<file path="src/logic/cpc_defs.svh">
`ifndef CPC_DEFS_SVH
`define CPC_DEFS_SVH

// =====================================================================
// register indices (word addresses on the plain register port)
`define CPC_REG_CONFIG0     4'h0
`define CPC_REG_PORT_LIMIT  4'h1
`define CPC_REG_EMERG       4'h2
`define CPC_REG_FEATURES    4'h3
`define CPC_REG_CTRL        4'h4
`define CPC_REG_SIZE_SET    4'h5
`define CPC_REG_CMD         4'h6
`define CPC_REG_STATUS      4'h7
`define CPC_REG_PORT_STATE  4'h8
`define CPC_REG_RX_MSG      4'h9
`define CPC_REG_RX_VALUE    4'ha

// =====================================================================
// feature bit positions
`define CPC_FEAT_SIZE       0
`define CPC_FEAT_MULTIPORT  1
`define CPC_FEAT_EMERG      2

// ctrl register bit positions
`define CPC_CTRL_LEGACY     0
`define CPC_CTRL_BIG_END    1

// =====================================================================
// control event codes
`define CPC_EV_DEVICE_READY 16'h0000
`define CPC_EV_PORT_ADD     16'h0001
`define CPC_EV_PORT_REMOVE  16'h0002
`define CPC_EV_PORT_READY   16'h0003
`define CPC_EV_CONSOLE      16'h0004
`define CPC_EV_RESIZE       16'h0005
`define CPC_EV_PORT_OPEN    16'h0006
`define CPC_EV_PORT_NAME    16'h0007

// =====================================================================
// sizes and reset values
`define CPC_NPORTS          32
`define CPC_PORT_LIMIT_RST  32'h0000_0020
`define CPC_FEAT_OFFER_RST  3'h7
`define CPC_COLS_RST        16'h0050
`define CPC_ROWS_RST        16'h0018
`define CPC_MSG_BYTES       4'h8
`define CPC_RESIZE_BYTES    4'hc

`endif

</file>
<file path="src/logic/cpc_pkg.sv">
package cpc_pkg;

	// one 8-byte control message, fields held in host order
	typedef struct packed {
		logic [31:0] port_id;
		logic [15:0] event_code;
		logic [15:0] value;
	} cpc_msg_s;

	typedef enum logic [1:0] {
		CPC_TX_IDLE,
		CPC_TX_HDR,
		CPC_TX_EXTRA
	} cpc_tx_e;

	typedef logic [7:0] cpc_byte_t;

endpackage

</file>
<file path="src/logic/cpc_console_port_control.sv">
`timescale 1ns/1ps
`include "cpc_defs.svh"

// Overview of operation
// - port 0 queues always; others need multiport
// - feature bits: size, multiport, emergency write
// - config: cols, rows, port limit, emergency
// - legacy mode uses guest native byte order
// - emergency write accepted at any time
// - emergency low byte sent out as character
// - size update raises config change; port 0
// - message: port32, event16, value16
// - device sends on rx queue, receives tx
// - events 1 add, 2 remove, value unused
// - event 4 marks console port, several allowed
// - event 5 resize, followed by cols rows
// - event 6 port open state either way
// - event 7 name follows, no terminator; only the 8-byte header is sent
// - never add existing or out-of-limit port
// - never remove a port not added
module cpc_console_port_control
	import cpc_pkg::*;
(
	// clock and reset
	input  wire logic        REF_CLK,
	input  wire logic        RST_B,
	// register port
	input  wire logic [3:0]  REG_ADDR,
	input  wire logic [31:0] REG_WDATA,
	input  wire logic        REG_WR,
	input  wire logic        REG_RD,
	output logic      [31:0] REG_RDATA,
	// negotiated features from the transport
	input  wire logic [2:0]  FEAT_ACCEPTED,
	input  wire logic        FEAT_VALID,
	// control receive queue (device to driver), byte stream
	output logic      [7:0]  CRX_DATA,
	output logic             CRX_VALID,
	output logic             CRX_LAST,
	input  wire logic        CRX_READY,
	// control transmit queue (driver to device), one message a beat
	input  wire logic [63:0] CTX_MSG,
	input  wire logic        CTX_VALID,
	output logic             CTX_READY,
	// emergency character output and config change
	output logic      [7:0]  EMERG_CHAR,
	output logic             EMERG_STB,
	output logic             CFG_CHANGE,
	// queue presence
	output logic             CTRL_QUEUES_EN,
	output logic             EXTRA_PORTS_EN
);

	// =================================================================
	// registers
	logic [15:0]         cols_r;
	logic [15:0]         rows_r;
	logic [2:0]          feat_neg_r;
	logic [1:0]          ctrl_r;
	logic                drv_ready_r;
	logic                drv_fail_r;
	logic                cmd_err_r;
	logic                discard_r;
	logic [31:0]         exists_r;
	logic [31:0]         ready_r;
	logic [31:0]         open_r;
	cpc_msg_s            last_rx_r;
	cpc_tx_e             tx_st_r;
	cpc_msg_s            tx_msg_r;
	logic [3:0]          tx_idx_r;
	logic [3:0]          tx_len_r;
	logic [31:0]         tx_extra_r;
	logic [31:0]         rd_r;
	logic [7:0]          emerg_r;
	logic                emerg_stb_r;
	logic                cfg_chg_r;

	logic                multiport;
	logic                legacy_be;
	logic                cmd_go;
	logic                cmd_ok;
	logic [4:0]          cmd_port;
	logic [15:0]         cmd_ev;
	logic                tx_busy;
	cpc_msg_s            rx_msg;
	logic                rx_known;
	logic [4:0]          rx_port;
	logic                rx_take;
	logic [95:0]         tx_bytes;

	assign multiport      = feat_neg_r[`CPC_FEAT_MULTIPORT];
	assign CTRL_QUEUES_EN = multiport;
	assign EXTRA_PORTS_EN = multiport;
	// byte swap applies only to a big-endian guest on the legacy interface
	assign legacy_be      = ctrl_r[`CPC_CTRL_LEGACY] & ctrl_r[`CPC_CTRL_BIG_END];

	// =================================================================
	// byte order helpers
	function automatic logic [15:0] ord16(input logic [15:0] v, input logic be);
		ord16 = be ? {v[7:0], v[15:8]} : v;
	endfunction

	function automatic logic [31:0] ord32(input logic [31:0] v, input logic be);
		ord32 = be ? {v[7:0], v[15:8], v[23:16], v[31:24]} : v;
	endfunction

	// =================================================================
	// feature negotiation: only offered bits can be accepted
	always_ff @(posedge REF_CLK or negedge RST_B) begin
		if (!RST_B) begin
			feat_neg_r <= 3'h0;
		end else if (FEAT_VALID) begin
			feat_neg_r <= FEAT_ACCEPTED & `CPC_FEAT_OFFER_RST;
		end
	end

	// control register (legacy mode, guest endianness)
	always_ff @(posedge REF_CLK or negedge RST_B) begin
		if (!RST_B) begin
			ctrl_r <= 2'h0;
		end else if (REG_WR && REG_ADDR == `CPC_REG_CTRL) begin
			ctrl_r <= REG_WDATA[1:0];
		end
	end

	// =================================================================
	// console size; a change notifies only when size is negotiated
	always_ff @(posedge REF_CLK or negedge RST_B) begin
		if (!RST_B) begin
			cols_r    <= `CPC_COLS_RST;
			rows_r    <= `CPC_ROWS_RST;
			cfg_chg_r <= 1'b0;
		end else begin
			cfg_chg_r <= 1'b0;
			if (REG_WR && REG_ADDR == `CPC_REG_SIZE_SET) begin
				cols_r    <= REG_WDATA[15:0];
				rows_r    <= REG_WDATA[31:16];
				cfg_chg_r <= feat_neg_r[`CPC_FEAT_SIZE];
			end
		end
	end
	assign CFG_CHANGE = cfg_chg_r;

	// =================================================================
	// emergency write: no gating on negotiation or queue state at all
	always_ff @(posedge REF_CLK or negedge RST_B) begin
		if (!RST_B) begin
			emerg_r     <= 8'h00;
			emerg_stb_r <= 1'b0;
		end else begin
			emerg_stb_r <= 1'b0;
			if (REG_WR && REG_ADDR == `CPC_REG_EMERG) begin
				emerg_r     <= legacy_be ? REG_WDATA[31:24] : REG_WDATA[7:0];
				emerg_stb_r <= 1'b1;
			end
		end
	end
	assign EMERG_CHAR = emerg_r;
	assign EMERG_STB  = emerg_stb_r;

	// =================================================================
	// command from software: {extra[31:16]? no: port[4:0], event}
	// CMD word: [2:0] event, [12:8] port, [15] value; extra from SIZE
	assign cmd_go   = REG_WR && REG_ADDR == `CPC_REG_CMD;
	assign cmd_port = REG_WDATA[12:8];
	assign cmd_ev   = {13'h0000, REG_WDATA[2:0]};
	assign tx_busy  = tx_st_r != CPC_TX_IDLE;

	// legality of a device-originated message
	always_comb begin
		cmd_ok = multiport && drv_ready_r && !tx_busy;
		case (cmd_ev)
			`CPC_EV_PORT_ADD:    cmd_ok = cmd_ok && !exists_r[cmd_port];
			`CPC_EV_PORT_REMOVE: cmd_ok = cmd_ok && exists_r[cmd_port];
			`CPC_EV_CONSOLE,
			`CPC_EV_RESIZE,
			`CPC_EV_PORT_OPEN,
			`CPC_EV_PORT_NAME:   cmd_ok = cmd_ok && exists_r[cmd_port];
			default:             cmd_ok = 1'b0;
		endcase
	end

	// serialise header plus optional trailer onto the control receive queue
	always_ff @(posedge REF_CLK or negedge RST_B) begin
		if (!RST_B) begin
			tx_st_r    <= CPC_TX_IDLE;
			tx_msg_r   <= '0;
			tx_idx_r   <= 4'h0;
			tx_len_r   <= 4'h0;
			tx_extra_r <= 32'h0;
		end else begin
			case (tx_st_r)
				CPC_TX_IDLE: begin
					if (cmd_go && cmd_ok) begin
						tx_msg_r.port_id    <= {27'h0, cmd_port};
						tx_msg_r.event_code <= cmd_ev;
						tx_msg_r.value      <= {15'h0, REG_WDATA[15]};
						// resize appends cols and rows; a name event sends the header alone
						tx_extra_r <= {rows_r, cols_r};
						tx_len_r   <= (cmd_ev == `CPC_EV_RESIZE) ?
							`CPC_RESIZE_BYTES : `CPC_MSG_BYTES;
						tx_idx_r   <= 4'h0;
						tx_st_r    <= CPC_TX_HDR;
					end
				end
				CPC_TX_HDR: begin
					if (CRX_READY) begin
						tx_idx_r <= tx_idx_r + 4'h1;
						if (tx_idx_r == tx_len_r - 4'h1) begin
							tx_st_r <= CPC_TX_IDLE;
						end
					end
				end
				default: tx_st_r <= CPC_TX_IDLE;
			endcase
		end
	end

	// little-endian wire image, swapped field by field for a legacy big-endian guest
	assign tx_bytes = {
		ord16(tx_extra_r[31:16], legacy_be), ord16(tx_extra_r[15:0], legacy_be),
		ord16(tx_msg_r.value, legacy_be), ord16(tx_msg_r.event_code, legacy_be),
		ord32(tx_msg_r.port_id, legacy_be)};
	assign CRX_VALID = tx_st_r == CPC_TX_HDR;
	assign CRX_DATA  = tx_bytes[{tx_idx_r[3:0], 3'b000} +: 8];
	assign CRX_LAST  = CRX_VALID && (tx_idx_r == tx_len_r - 4'h1);

	// =================================================================
	// driver-to-device messages; accepted in one cycle once multiport is negotiated
	assign CTX_READY          = multiport;
	assign rx_take            = CTX_VALID && CTX_READY;
	assign rx_msg.port_id     = ord32(CTX_MSG[31:0], legacy_be);
	assign rx_msg.event_code  = ord16(CTX_MSG[47:32], legacy_be);
	assign rx_msg.value       = ord16(CTX_MSG[63:48], legacy_be);
	assign rx_port            = rx_msg.port_id[4:0];
	// ready ignores the port number; port ready and open must name a created port, other events are discarded
	always_comb begin
		case (rx_msg.event_code)
			`CPC_EV_DEVICE_READY: rx_known = 1'b1;
			`CPC_EV_PORT_READY,
			`CPC_EV_PORT_OPEN:    rx_known = rx_msg.port_id < `CPC_PORT_LIMIT_RST
				&& exists_r[rx_port];
			default:              rx_known = 1'b0;
		endcase
	end

	// port state; device add/remove and driver replies
	always_ff @(posedge REF_CLK or negedge RST_B) begin
		if (!RST_B) begin
			exists_r    <= 32'h0;
			ready_r     <= 32'h0;
			open_r      <= 32'h0;
			drv_ready_r <= 1'b0;
			drv_fail_r  <= 1'b0;
			discard_r   <= 1'b0;
			cmd_err_r   <= 1'b0;
			last_rx_r   <= '0;
		end else begin
			if (cmd_go) begin
				cmd_err_r <= !cmd_ok;
			end
			if (cmd_go && cmd_ok) begin
				case (cmd_ev)
					`CPC_EV_PORT_ADD: exists_r[cmd_port] <= 1'b1;
					`CPC_EV_PORT_REMOVE: begin
						exists_r[cmd_port] <= 1'b0;
						ready_r[cmd_port]  <= 1'b0;
						open_r[cmd_port]   <= 1'b0;
					end
					default: ;
				endcase
			end
			if (rx_take) begin
				last_rx_r <= rx_msg;
				if (!rx_known) begin
					discard_r <= 1'b1;
				end else begin
					case (rx_msg.event_code)
						`CPC_EV_DEVICE_READY: begin
							drv_ready_r <= rx_msg.value == 16'h0001;
							drv_fail_r  <= rx_msg.value != 16'h0001;
						end
						`CPC_EV_PORT_READY: ready_r[rx_port] <= rx_msg.value == 16'h0001;
						`CPC_EV_PORT_OPEN:  open_r[rx_port] <= rx_msg.value[0];
						default: ;
					endcase
				end
			end else if (REG_RD && REG_ADDR == `CPC_REG_STATUS) begin
				// read clears the discard flag unless a message is taken in the same cycle
				discard_r <= 1'b0;
			end
		end
	end

	// =================================================================
	// register read, data valid the cycle after the strobe
	always_ff @(posedge REF_CLK or negedge RST_B) begin
		if (!RST_B) begin
			rd_r <= 32'h0;
		end else if (REG_RD) begin
			case (REG_ADDR)
				`CPC_REG_CONFIG0:    rd_r <= {ord16(rows_r, legacy_be),
					ord16(cols_r, legacy_be)};
				`CPC_REG_PORT_LIMIT: rd_r <= ord32(`CPC_PORT_LIMIT_RST, legacy_be);
				`CPC_REG_FEATURES:   rd_r <= {13'h0, feat_neg_r, 13'h0, `CPC_FEAT_OFFER_RST};
				`CPC_REG_CTRL:       rd_r <= {30'h0, ctrl_r};
				`CPC_REG_SIZE_SET:   rd_r <= {rows_r, cols_r};
				`CPC_REG_STATUS:     rd_r <= {26'h0, cmd_err_r, discard_r, drv_fail_r,
					drv_ready_r, tx_busy, multiport};
				`CPC_REG_PORT_STATE: rd_r <= exists_r;
				`CPC_REG_RX_MSG:     rd_r <= last_rx_r.port_id;
				`CPC_REG_RX_VALUE:   rd_r <= {last_rx_r.value, last_rx_r.event_code};
				default:             rd_r <= 32'h0; // emergency field is write-only
			endcase
		end else begin
			rd_r <= 32'h0;
		end
	end
	assign REG_RDATA = rd_r;

endmodule

</file>
<file path="config.mk">
export PLATFORM = sky130hd
export DESIGN_NAME = cpc_console_port_control
export DESIGN_NICKNAME = d
export VERILOG_FILES = /design/src/logic/cpc_pkg.sv /design/src/logic/cpc_console_port_control.sv
export VERILOG_INCLUDE_DIRS = /design/src /design/src/logic
export SDC_FILE = /design/constraint.sdc
export NUM_CORES = 1
export LEC_CHECK = 0
export ABC_AREA = 1
export ABC_CLOCK_PERIOD_IN_PS = 2800
export BUFFER_PORTS_ARGS = -buffer_cell sky130_fd_sc_hd__buf_2
export CAP_MARGIN = 15
export CORE_MARGIN = 5
export CORE_UTILIZATION = 55
export DETAILED_ROUTE_END_ITERATION = 10
export HOLD_SLACK_MARGIN = 0.15
export PLACE_DENSITY_LB_ADDON = 0.15
export SYNTH_ARGS = -nofsm -noshare
export SYNTH_HDL_FRONTEND = slang
export SYNTH_SLANG_ARGS = --single-unit
</file>
<file path="constraint.sdc">
create_clock -name REF_CLK -period 2.8 [get_ports REF_CLK]
set_input_delay 0.56 -clock REF_CLK [delete_from_list [all_inputs] [get_ports REF_CLK]]
set_output_delay 0.56 -clock REF_CLK [all_outputs]
set_load 0.005 [all_outputs]
</file>
==> impl_metrics.xml <==
<?xml version="1.0" encoding="UTF-8"?>
<metrics>
  <group name="yosys">
    <metric name="number_of_flops_mapped_to_enable_cells_by_yosys" unit="">0</metric>
    <metric name="syn-cell-area" unit="mm^2">0.0121</metric>
    <metric name="ys_types" unit="">46</metric>
    <metric name="synth-seq-cells" unit="">227</metric>
    <metric name="post_synth_inst_count" unit="">1610</metric>
    <metric name="ys_dominant_reg_cell" unit="">dfrtp_1</metric>
    <metric name="count_leader_synth" unit="">nand2_1</metric>
    <metric name="netlist.area_leader.share" unit="%">46.0</metric>
    <metric name="async_reset_ff_share" unit="%">100</metric>
    <metric name="synthDominantAreaCellType" unit="">dfrtp_1</metric>
    <metric name="yosysSeqAreaShare" unit="%">46.9</metric>
    <metric name="synth_commonest_cells" unit="">nand2_1 (447), dfrtp_1 (223), inv_1 (210)</metric>
    <metric name="syn_area_per_cell" unit="um^2">7.54</metric>
    <metric name="synthesis.yosys.warnings" unit="">0</metric>
    <metric name="syn_nets" unit="">1721</metric>
    <metric name="ys_top_cells_by_area" unit="">dfrtp_1 (46%), nand2_1 (14%), inv_1 (6.5%)</metric>
  </group>
  <group name="clock_tree">
    <metric name="tritoncts" unit="">built</metric>
    <metric name="ctsHtreeMaxLevel" unit="">1</metric>
    <metric name="clock_tree.root_cell" unit="">clkbuf_16</metric>
    <metric name="clk_transition_reported_paths" unit="ns">0.06</metric>
    <metric name="max-clock-path-buffers" unit="">3</metric>
    <metric name="clock-sinks" unit="">227</metric>
    <metric name="clk-insertion-delay-late" unit="ns">0.52</metric>
    <metric name="cts_inserted_buffers" unit="">25</metric>
  </group>
  <group name="setup_path">
    <metric name="crit_arrival" unit="ns">2.18</metric>
    <metric name="cp-end-kind" unit="">primary output</metric>
    <metric name="worstPathMaxFanout" unit="">8</metric>
    <metric name="critical_setup_path_class" unit="">reg -&gt; out</metric>
    <metric name="critPathRequiredTime" unit="ns">2.24</metric>
    <metric name="startpoint_type" unit="">register</metric>
  </group>
  <group name="floorplan">
    <metric name="placeableCoreArea" unit="mm^2">0.0218</metric>
    <metric name="design.die.area" unit="mm^2">0.0251</metric>
    <metric name="core.rowCount" unit="">54</metric>
    <metric name="io_pins" unit="">165</metric>
    <metric name="chipWidth" unit="um">159</metric>
    <metric name="die_height" unit="um">159</metric>
    <metric name="initial_utilization" unit="%">55.8</metric>
  </group>
  <group name="finish">
    <metric name="post_layout_nonfiller_instances" unit="">2059</metric>
    <metric name="final.fill_count" unit="">1886</metric>
    <metric name="post-route-util" unit="%">65.8</metric>
    <metric name="fin_nets" unit="">1872</metric>
    <metric name="insertedDiodeCount" unit="">0</metric>
    <metric name="drive_above_1_share" unit="%">16.6</metric>
    <metric name="area.growth.synth_to_final" unit="%">18.0</metric>
  </group>
  <group name="flow_run">
    <metric name="maximum_capacitance_violations" unit="">0</metric>
  </group>
  <group name="route">
    <metric name="route.final.wire_length" unit="mm">40.3</metric>
    <metric name="route.detailed.vias_per_inst" unit="">5.83</metric>
    <metric name="number_of_optimization_iterations_in_the_first_detailed_route_pass" unit="">5</metric>
    <metric name="detail_route.drc_violations" unit="">0</metric>
    <metric name="ant_nets" unit="">0</metric>
    <metric name="drt_first_iter_violations" unit="">1525</metric>
    <metric name="avgRoutedWirePerCell" unit="um">19.6</metric>
    <metric name="route.vias.total" unit="">11998</metric>
  </group>
  <group name="power_and_ir_drop">
    <metric name="power.ir.vdd_worst" unit="uV">342</metric>
    <metric name="leakage" unit="nW">7.52</metric>
    <metric name="pwr_dens" unit="mW/mm^2">728</metric>
    <metric name="total_power_consumption" unit="mW">10.4</metric>
  </group>
  <group name="grt">
    <metric name="initial_antenna_violation_count" unit="">0</metric>
    <metric name="grt_pass1_vias" unit="">11060</metric>
    <metric name="grt_pass1_wl" unit="mm">61.1</metric>
    <metric name="grt_max_degree" unit="">124</metric>
    <metric name="grt_overflow_total" unit="">0</metric>
    <metric name="gr-usage-all-layers" unit="%">31.2</metric>
  </group>
  <group name="timing">
    <metric name="grt_setup_unrepaired" unit="">false</metric>
    <metric name="finalHoldViolCount" unit="">0</metric>
    <metric name="worst_slew_pin_slew" unit="ns">0.792</metric>
    <metric name="worst_case_clock_skew" unit="ns">0.0109</metric>
    <metric name="finalSetupTns" unit="ns">0</metric>
    <metric name="timing_max_transition_violations_final" unit="">0</metric>
    <metric name="worst_slew_margin_rel" unit="%">47.2</metric>
    <metric name="max_frequency" unit="GHz">0.365</metric>
    <metric name="hold_slack" unit="ns">0.256</metric>
    <metric name="min_period_over_period" unit="%">97.8</metric>
    <metric name="layout_min_cycle_time" unit="ns">2.74</metric>
    <metric name="final-setup-viol-count" unit="">0</metric>
  </group>
  <group name="place">
    <metric name="place.detailed.instances" unit="">2004</metric>
    <metric name="finalWeightedCongestion" unit="">0.935</metric>
    <metric name="numPortBuffers" unit="">164</metric>
    <metric name="detail_placement_hpwl" unit="mm">29.0</metric>
  </group>
  <group name="hold_path">
    <metric name="hold_path_class" unit="">in -&gt; reg</metric>
  </group>
  <group name="status">
    <metric name="run_status" unit="">finished clean</metric>
  </group>
</metrics>
-- worst max-delay path: stages (launching register included) --
cell and delay (ns):
dfrtp_1 0.40, nand2_4 0.12, or2_4 0.27, nand2_8 0.10, clkinvlp_4 0.17, nand3_2 0.13, o22ai_2 0.09, a32o_2 0.25
buf_2 0.12
-- cell usage in the layout, fill, tap and decap left out, drive strengths merged, types with 33 or more instances in the layout --
cell type and n:
o21ai 196, nand3 40, buf 213, nand4 77, a221oi 33, clkbuf 43
nor2 136, a21oi 39, nand2 451, inv 215, dfrtp 223
-- kinds of logic after synthesis --
group,after synthesis,synth area share (%)
AO/OA/AOI/OAI,331,16.2
XOR/XNOR,3,0.217
adder cells (fa/ha/maj),1,0.103
buffers and inverters,311,10.6
flip-flops,227,46.9
multiplexers,9,0.753
AND/OR/NAND/NOR,728,25.2
-- power by group --
group	switching, mW	internal [mW]	total, mW
clock network	1.34	2.00	3.34
registers	0.411	3.84	4.25
logic	1.82	1.02	2.84
total	3.57	6.86	10.4
-- metrics by stage --
stage	area, um^2	setup WS, ns
floorplan	12100	0.657
global placement	13300	0.371
detailed placement	13300	0.366
global route	14300	0.000770
finish	14300	0.0628
CTS	14200	0.0109
-- what timing repair did --
item,CTS,global route
pin swaps,0,4
hold buffers,1,0
buffers inserted,2,4
endpoints found under the setup margin,6,7
gates cloned,1,2
gates resized for setup,4,13
hold endpoints to repair,58,0
-- final timing paths --
kind | from | slack [ns] | depth (start not counted) | end
setup / recovery | ctrl_r[1]$_DFFE_PN0P_ | 0.06 | 8 | CRX_DATA[1]
hold / removal | FEAT_ACCEPTED[0] | 0.26 | 3 | feat_neg_r[0]$_DFFE_PN0P_
setup reg to reg | ctrl_r[1]$_DFFE_PN0P_ | 0.25 | 11 | drv_ready_r$_DFFE_PN0P_
hold reg to reg | last_rx_r[35]$_DFFE_PN0P_ | 0.49 | 2 | last_rx_r[35]$_DFFE_PN0P_
max in group asynchronous | RST_B | 1.47 | 3 | rows_r[3]$_DFFE_PN1P_
min in group asynchronous | RST_B | 0.57 | 2 | REG_RDATA[10]$_DFF_PN0_
-- metal layers --
metal  vias up  share of wire [%]  global-route usage [%]
li1       5596                  -                       -
met1      5666                 41                    43.7
met2       629                 45                    49.1
met3       107                9.6                    5.49
met4         0                4.1                    11.7
met5         -                  0                       0
-- area by class of cell --
class / count / area [um^2] / share of cell area [%]
repair inverters: 1 / 7.51 / 0.0524
clock buffers: 40 / 782 / 5.46
inverters: 217 / 826 / 5.77
multi-input cells: 1072 / 5230 / 36.5
repair buffers: 217 / 1390 / 9.69
well taps: 280 / 350 / 2.45
clock inverters: 5 / 56.3 / 0.393
flip-flops and latches: 227 / 5690 / 39.7
Note: power is estimated with default switching activity, not from simulation.
